### src/flash_guard_pkg.sv
// Purpose: shared constants and types for the flash access guard
// Assumes: 2 KB program flash split into 512-byte pages
// Notes: the lock byte is the last byte of page 2, just below the reserved area
package flash_guard_pkg;
  localparam int ADDR_W = 11;
  localparam int PAGE_W = 2;
  localparam logic [7:0] PSC_OFFSET = 8'h8F;
  localparam logic [7:0] PSC_RESET = 8'h00;
  localparam int PSC_WE_BIT = 0;
  localparam int PSC_EE_BIT = 1;
  localparam logic [ADDR_W-1:0] LOCK_BYTE_ADDR = 11'h5FF;
  localparam logic [ADDR_W-1:0] RESERVED_BASE = 11'h600;
  localparam logic [PAGE_W-1:0] LOCK_PAGE = 2'h2;
  localparam logic [7:0] ERASED_BYTE = 8'hFF;

  typedef enum logic [1:0] {OP_READ, OP_WRITE, OP_ERASE} op_t;

  typedef struct packed {
    logic [ADDR_W-1:0] addr;
    logic [ADDR_W-1:0] pc;
    op_t op;
    logic [7:0] wdata;
  } flash_req_t;

  typedef struct packed {
    logic exec_locked;
    logic target_locked;
    logic target_lock_page;
    logic target_reserved;
    logic target_lock_byte;
  } access_ctx_t;
endpackage : flash_guard_pkg

### src/flash_lock_access_guard.sv
// Purpose: guards every firmware read, write and erase of program flash
// Assumes: core holds REQ one cycle per access; flash array is external
// Notes: a refused access raises FLASH_ERR_RST instead of reaching flash
`timescale 1ns/1ns
module flash_lock_access_guard (
  input wire logic CLK_SYS,
  input wire logic RST_N,
  input wire logic SFR_WE,
  input wire logic [7:0] SFR_ADDR,
  input wire logic [7:0] SFR_WDATA,
  output logic [7:0] SFR_RDATA,
  input wire logic REQ,
  input wire flash_guard_pkg::flash_req_t REQ_BUS,
  input wire logic [7:0] LOCK_BYTE,
  output logic FL_READ,
  output logic FL_WRITE,
  output logic FL_ERASE,
  output logic [flash_guard_pkg::ADDR_W-1:0] FL_ADDR,
  output logic [7:0] FL_WDATA,
  output logic FLASH_ERR_RST,
  output logic [7:0] PSC_STATE
);
  localparam int AW = flash_guard_pkg::ADDR_W;
  localparam int PW = flash_guard_pkg::PAGE_W;

  logic [7:0] psc_q;
  logic we_en;
  logic ee_en;
  flash_guard_pkg::access_ctx_t ctx;
  flash_guard_pkg::op_t eff_op;
  logic allow;
  logic lock_byte_write;
  logic go;

  // a page is locked when its bit in the lock byte is zero
  function automatic logic page_locked(input logic [AW-1:0] a,
                                       input logic [7:0] lb);
    logic [PW-1:0] pg;
    pg = a[AW-1 -: PW];
    page_locked = !lb[pg];
  endfunction : page_locked

  function automatic logic in_reserved(input logic [AW-1:0] a);
    in_reserved = (a >= flash_guard_pkg::RESERVED_BASE);
  endfunction : in_reserved

  assign we_en = psc_q[flash_guard_pkg::PSC_WE_BIT];
  assign ee_en = psc_q[flash_guard_pkg::PSC_EE_BIT];

  // writes become page erases when both enables are set
  always_comb begin
    eff_op = REQ_BUS.op;
    if (REQ_BUS.op == flash_guard_pkg::OP_WRITE && we_en && ee_en) begin
      eff_op = flash_guard_pkg::OP_ERASE;
    end
  end

  always_comb begin
    ctx.exec_locked = page_locked(REQ_BUS.pc, LOCK_BYTE);
    ctx.target_locked = page_locked(REQ_BUS.addr, LOCK_BYTE);
    ctx.target_lock_page =
      REQ_BUS.addr[AW-1 -: PW] == flash_guard_pkg::LOCK_PAGE;
    ctx.target_reserved = in_reserved(REQ_BUS.addr);
    ctx.target_lock_byte = REQ_BUS.addr == flash_guard_pkg::LOCK_BYTE_ADDR;
  end

  flash_access_rules u_rules (
    .CTX(ctx),
    .OP(eff_op),
    .ALLOW(allow)
  );

  // lock byte can only be programmed from erased; any change is refused
  assign lock_byte_write = ctx.target_lock_byte &&
    eff_op == flash_guard_pkg::OP_WRITE &&
    LOCK_BYTE != flash_guard_pkg::ERASED_BYTE;

  assign go = REQ && allow && !lock_byte_write;

  always_ff @(posedge CLK_SYS or negedge RST_N) begin
    if (!RST_N) begin
      psc_q <= flash_guard_pkg::PSC_RESET;
    end else if (SFR_WE && SFR_ADDR == flash_guard_pkg::PSC_OFFSET) begin
      psc_q <= {6'h00, SFR_WDATA[1:0]};
    end
  end

  always_comb begin
    SFR_RDATA = 8'h00;
    if (SFR_ADDR == flash_guard_pkg::PSC_OFFSET) begin
      SFR_RDATA = psc_q;
    end
  end
  assign PSC_STATE = psc_q;

  always_ff @(posedge CLK_SYS or negedge RST_N) begin
    if (!RST_N) begin
      FL_READ <= 1'b0;
      FL_WRITE <= 1'b0;
      FL_ERASE <= 1'b0;
      FL_ADDR <= '0;
      FL_WDATA <= 8'h00;
    end else begin
      FL_READ <= go && eff_op == flash_guard_pkg::OP_READ;
      // writes without the enable never reach the array
      FL_WRITE <= go && eff_op == flash_guard_pkg::OP_WRITE
                  && we_en;
      FL_ERASE <= go && eff_op == flash_guard_pkg::OP_ERASE
                  && (REQ_BUS.op != flash_guard_pkg::OP_WRITE
                      || we_en);
      FL_ADDR <= REQ_BUS.addr;
      FL_WDATA <= REQ_BUS.wdata;
    end
  end

  always_ff @(posedge CLK_SYS or negedge RST_N) begin
    if (!RST_N) begin
      FLASH_ERR_RST <= 1'b0;
    end else begin
      FLASH_ERR_RST <= REQ && (!allow || lock_byte_write);
    end
  end

  property p_err_no_access;
    @(posedge CLK_SYS) disable iff (!RST_N)
      FLASH_ERR_RST |-> !(FL_READ || FL_WRITE || FL_ERASE);
  endproperty
  a_err_no_access: assert property (p_err_no_access)
    else $error("flash access completed despite error reset");

  property p_reserved;
    @(posedge CLK_SYS) disable iff (!RST_N)
      REQ && in_reserved(REQ_BUS.addr) |=> FLASH_ERR_RST;
  endproperty
  a_reserved: assert property (p_reserved)
    else $error("reserved access did not raise error reset");

  property p_lock_page_erase;
    @(posedge CLK_SYS) disable iff (!RST_N)
      REQ && ctx.target_lock_page && eff_op == flash_guard_pkg::OP_ERASE
      |=> FLASH_ERR_RST && !FL_ERASE;
  endproperty
  a_lock_page_erase: assert property (p_lock_page_erase)
    else $error("lock byte page erase not refused");

  property p_lockbyte_read;
    @(posedge CLK_SYS) disable iff (!RST_N)
      REQ && ctx.target_lock_byte && REQ_BUS.op == flash_guard_pkg::OP_READ
      |=> FL_READ;
  endproperty
  a_lockbyte_read: assert property (p_lockbyte_read)
    else $error("lock byte read refused");

  property p_unlocked_ok;
    @(posedge CLK_SYS) disable iff (!RST_N)
      REQ && !ctx.target_locked && !ctx.target_lock_page
      && !ctx.target_reserved |=> !FLASH_ERR_RST;
  endproperty
  a_unlocked_ok: assert property (p_unlocked_ok)
    else $error("unlocked page access refused");

  property p_locked_from_unlocked;
    @(posedge CLK_SYS) disable iff (!RST_N)
      REQ && ctx.target_locked && !ctx.exec_locked
      && !(ctx.target_lock_byte && eff_op == flash_guard_pkg::OP_READ)
      |=> FLASH_ERR_RST;
  endproperty
  a_locked_from_unlocked: assert property (p_locked_from_unlocked)
    else $error("locked page reached from unlocked code");

  property p_locked_from_locked;
    @(posedge CLK_SYS) disable iff (!RST_N)
      REQ && ctx.target_locked && ctx.exec_locked && !ctx.target_lock_page
      && !ctx.target_reserved |=> !FLASH_ERR_RST;
  endproperty
  a_locked_from_locked: assert property (p_locked_from_locked)
    else $error("locked code refused a locked page");

  property p_lockpage_rw_locked;
    @(posedge CLK_SYS) disable iff (!RST_N)
      REQ && ctx.target_lock_page && ctx.exec_locked && !lock_byte_write
      && eff_op != flash_guard_pkg::OP_ERASE |=> !FLASH_ERR_RST;
  endproperty
  a_lockpage_rw_locked: assert property (p_lockpage_rw_locked)
    else $error("locked code refused lock page read or write");

  property p_lockpage_unl;
    @(posedge CLK_SYS) disable iff (!RST_N)
      REQ && ctx.target_lock_page && !ctx.exec_locked && ctx.target_locked
      && !ctx.target_lock_byte |=> FLASH_ERR_RST;
  endproperty
  a_lockpage_unl: assert property (p_lockpage_unl)
    else $error("locked lock page reached from unlocked code");

  property p_lockbyte_change;
    @(posedge CLK_SYS) disable iff (!RST_N)
      REQ && lock_byte_write |=> FLASH_ERR_RST && !FL_WRITE;
  endproperty
  a_lockbyte_change: assert property (p_lockbyte_change)
    else $error("lock byte rewritten");

  property p_write_gate;
    @(posedge CLK_SYS) disable iff (!RST_N)
      FL_WRITE |-> $past(we_en) && !$past(ee_en);
  endproperty
  a_write_gate: assert property (p_write_gate)
    else $error("flash write without write enable");

  property p_erase_by_write;
    @(posedge CLK_SYS) disable iff (!RST_N)
      REQ && go && REQ_BUS.op == flash_guard_pkg::OP_WRITE && we_en && ee_en
      |=> FL_ERASE && !FL_WRITE;
  endproperty
  a_erase_by_write: assert property (p_erase_by_write)
    else $error("write with erase enable did not erase page");
endmodule : flash_lock_access_guard

### src/flash_access_rules.sv
// Purpose: combinational verdict on one flash access
// Assumes: context flags already decoded by the caller
// Notes: pure logic, no state
`timescale 1ns/1ns
module flash_access_rules (
  input wire flash_guard_pkg::access_ctx_t CTX,
  input wire flash_guard_pkg::op_t OP,
  output logic ALLOW
);
  always_comb begin
    ALLOW = 1'b0;
    if (CTX.target_reserved) begin
      ALLOW = 1'b0;
    end else if (CTX.target_lock_byte && OP == flash_guard_pkg::OP_READ) begin
      ALLOW = 1'b1;
    end else if (CTX.target_lock_page) begin
      if (OP == flash_guard_pkg::OP_ERASE) begin
        ALLOW = 1'b0;
      end else if (CTX.exec_locked) begin
        ALLOW = 1'b1;
      end else begin
        ALLOW = !CTX.target_locked;
      end
    end else if (!CTX.target_locked) begin
      ALLOW = 1'b1;
    end else begin
      ALLOW = CTX.exec_locked;
    end
  end
endmodule : flash_access_rules

### config.mk
export PLATFORM = sky130hd
export DESIGN_NAME = flash_lock_access_guard
export DESIGN_NICKNAME = d
export VERILOG_FILES = /design/src/flash_guard_pkg.sv /design/src/flash_lock_access_guard.sv /design/src/flash_access_rules.sv
export SDC_FILE = /design/constraint.sdc
export NUM_CORES = 1
export LEC_CHECK = 0
export BUFFER_PORTS_ARGS = -buffer_cell sky130_fd_sc_hd__buf_2
export CAP_MARGIN = 40
export CORE_MARGIN = 5
export CORE_UTILIZATION = 32
export CTS_CLUSTER_SIZE = 30
export DETAILED_ROUTE_END_ITERATION = 8
export GPL_TIMING_DRIVEN = 0
export PLACE_DENSITY = 0.74
export SLEW_MARGIN = 5
export SYNTH_ARGS = -nofsm -noshare
export SYNTH_HDL_FRONTEND = slang
export SYNTH_HIERARCHICAL = 1
export SYNTH_SLANG_ARGS = --single-unit
### constraint.sdc
create_clock -name CLK_SYS -period 1.9 [get_ports CLK_SYS]
set_input_delay 0.38 -clock CLK_SYS [delete_from_list [all_inputs] [get_ports CLK_SYS]]
set_output_delay 0.38 -clock CLK_SYS [all_outputs]
set_load 0.03 [all_outputs]
==> flow_metrics.py <==
metrics = {
    "sta": {
        "tightest_slew_ns": 0.513,
        "rsz0062_at_grt": "yes",
        "max_freq_mhz": 489,
        "fin_ws_ns": -0.143,
        "finalHoldViolations": 0,
        "final-max-slew-violation-count": 0,
        "fin_hold_ws_ns": 0.0257,
        "fin_crit_sh_pct": 108,
        "setup_violations": 1,
        "fin_skew_ns": 0.00812,
        "period_minus_slack_ns": 2.04,
        "maxSlewHeadroom_pct": 65.8,
    },
    "clock_network": {
        "clk_path_buf_depth": 2,
        "numCtsBuffers": 3,
        "clkTransAtPathRegs_ns": 0.12,
        "cts_tree": "done",
        "clk_latency_ns": 0.30,
        "h-tree-depth": 1,
        "clock-root-buffer": "clkbuf_4",
        "cts_num_sinks": 25,
    },
    "routing": {
        "ant_nets": 0,
        "drtIter0Drc": 17,
        "route.detailed.drc": 0,
        "wl_per_cell_um": 11.6,
        "drt-total-wl_um": 2470,
        "via_per_inst": 4.29,
        "drt_first_pass_iters": 4,
        "vias": 914,
    },
    "power": {
        "ir_worst_vdd_uv": 214,
        "net-switching-power_uw": 295,
        "seq_power_share_pct": 54.6,
        "internal_power_uw": 741,
        "clock_power_share_pct": 21.0,
        "comb_power_share_pct": 24.4,
        "power_switching_share_pct": 28.5,
        "p_leak_uw": 0.000848,
        "p_per_area_nw_per_um2": 661,
    },
    "yosys": {
        "asyncSetResetFlopFracSynth_pct": 100,
        "yosysUniqueCellTypes": 28,
        "synth-edff-count": 0,
        "synth_area_sq_um": 1050,
        "ys_seq_area_share_pct": 59.7,
        "ys.flop_type": "dfrtp_1",
        "synthSimpleGateAreaFrac_pct": 17.4,
        "synth_xor_xnor_area_share_pct": 0,
        "synthTopCellsByCount": "dfrtp_1, buf_4, nand2b_1, nand4_1",
        "synthMuxAreaShare_pct": 7.17,
        "synth_compound_area_share_pct": 5.50,
        "ys_ff_latch": 25,
        "synth_top_family_by_area": "simple AND/OR/NAND/NOR gates",
        "synth_most_common_cell": "dfrtp_1",
        "postSynthAreaPerCell_sq_um": 13.1,
        "synth_top_area_cell": "dfrtp_1",
        "netlist_top_cells_area": "dfrtp_1, buf_4, mux4_2",
        "yosys_warnings": 6,
        "synthCells": 80,
        "synthAdderAreaFrac_pct": 0,
        "synth_top_cell_area_share_pct": 59.7,
    },
    "grt": {
        "grt_antenna_before_repair": 0,
        "grt_start_max_net_pins": 26,
        "gr-usage-all-layers_pct": 10.9,
        "grt_first_pass_wirelength_um": 3760,
        "grt_overflow": 0,
        "grt_pass1_vias": 883,
    },
    "floorplanning": {
        "ios": 99,
        "core-area_sq_um": 3100,
        "dieArea_sq_um": 4520,
        "start_util_pct": 33.7,
        "die_w_um": 67.2,
        "rows": 20,
        "die_height_um": 67.2,
    },
    "cells_and_area": {
        "antennaDiodeCount": 0,
        "multi_input_area_sq_um": 378,
        "syn2layout_area_growth_pct": 49.7,
        "final.fill_count": 314,
        "final_cells": 213,
        "drive_gt1_share_pct": 60.4,
        "nets": 230,
        "register_area_sq_um": 628,
    },
    "job": {
        "cap_violations": 0,
    },
    "worst_setup_path": {
        "cp-end-kind": "flip-flop",
        "path_max_fanout": 2,
        "cp_data_required_time_ns": 2.13,
        "criticalPathCategory": "in2reg",
        "arrival_ns": 2.28,
        "r2r_cells": 7,
        "crit_slowest_cell": "mux4_2",
        "worst_setup_path_start_kind": "primary input",
        "path_cells": "buf_2, mux4_2, inv_2, and2b_1, a2111oi_4, nand2_1, or4b_1, a31oi_1",
        "worstSetupPathDepth": 8,
        "cp_top_family": "simple AND/OR/NAND/NOR gates",
        "cp_num_buf_inv": 2,
        "critPathMaxStageDelay_ns": 0.50,
    },
    "placed_design": {
        "place_inst": 206,
        "place_ws_ns": -0.528,
        "io_buffer_count": 71,
        "gp_congestion": 0.661,
        "hpwl_um": 2180,
    },
    "min_path": {
        "hold_path.class": "in2async",
    },
    "run_status": {
        "status": "finished with violations",
        "violations": "negative setup slack",
    },
}
==> worst register-to-register path, delay by kind of cell, from the launching register on <==
kind,cells,cell delay [ns]
DFF,1,0.42
and+or+nand+nor,4,0.84
AOI/OAI and AO/OA,3,0.71
==> power by group through the flow <==
stage	clock (uW)	sequential (uW)	combinational [uW]
detailed placement	0	577	246
floorplan	0	633	93.1
CTS	224	567	250
global route	253	568	274
finish	218	565	253
global placement	0	576	240
==> registers in the layout, summed over array words and instances, names as in the netlist <==
signal,cells
PSC_STATE,2
FL_WDATA,8
FL_READ,1
FL_ADDR,11
FLASH_ERR_RST,1
FL_ERASE,1
FL_WRITE,1
==> kinds of logic after synthesis <==
logic type / Yosys count
compound gates: 7
flops: 25
other cells: 1
buf+inv: 15
mux: 4
simple gates: 28
==> cell usage in the layout, fill, tap and decap left out, types with 2 or more instances in the layout <==
cell type,count
clkbuf_4,3
conb_1,12
mux2_4,2
dfrtp_1,23
nand4_1,4
nor3_1,2
dfrtp_2,2
buf_2,71
nand2b_1,4
and3b_1,2
nor2b_1,3
and2_1,3
buf_4,15
mux4_2,2
nand2_1,2
==> metrics by stage <==
step | cell area [sq um] | total power [uW] | utilization (%) | TNS [ns]
floorplan | 1100 | 726 | - | -0.270
global placement | 1510 | 816 | 48.7 | -0.549
detailed placement | 1510 | 823 | 48.7 | -0.721
CTS | 1550 | 1040 | 49.9 | -0.160
global route | 1570 | 1100 | 50.5 | -0.286
finish | 1570 | 1040 | 50.5 | -0.143
==> path summary, 6_finish.rpt <==
check	end	from	slack [ns]
max	FL_WRITE$_DFF_PN0_	REQ_BUS[20]	-0.14
max in group asynchronous	PSC_STATE[0]$_DFFE_PN0P_	RST_N	1.49
min in group CLK_SYS	FL_WDATA[7]$_DFF_PN0_	REQ_BUS[7]	0.18
max reg2reg	FL_WRITE$_DFF_PN0_	PSC_STATE[1]$_DFFE_PN0P_	-0.12
min	FL_ADDR[3]$_DFF_PN0_	RST_N	0.03
min reg2reg	FL_WRITE$_DFF_PN0_	PSC_STATE[1]$_DFFE_PN0P_	0.59
==> repair_timing <==
item | 4_1_cts | 5_1_grt
hold buffers | 0 | 0
buffers inserted | 1 | 2
setup endpoints to repair | 1 | 2
endpoints found under the hold margin | 0 | 0
pin swaps | 1 | 0
gates resized for setup | 3 | 1
==> routing by layer <==
layer	share of wire, %	routed length, um	track usage [%]	vias up
met2	44	1090	19.1	67
met1	39	958	12.4	411
met4	1.0	25	4.56	0
li1	-	-	-	432
met5	0	0	0	-
met3	16	391	3.00	4
==> layout make-up <==
type,instances,area share [%]
inverter,3,0.798
multi-input combinational,51,24.1
sequential,25,40.1
tap,44,3.51
clock buffer,4,1.68
buffer,12,5.75
timing repair buffer,74,24.1
Note: power is estimated with default switching activity, not from simulation.
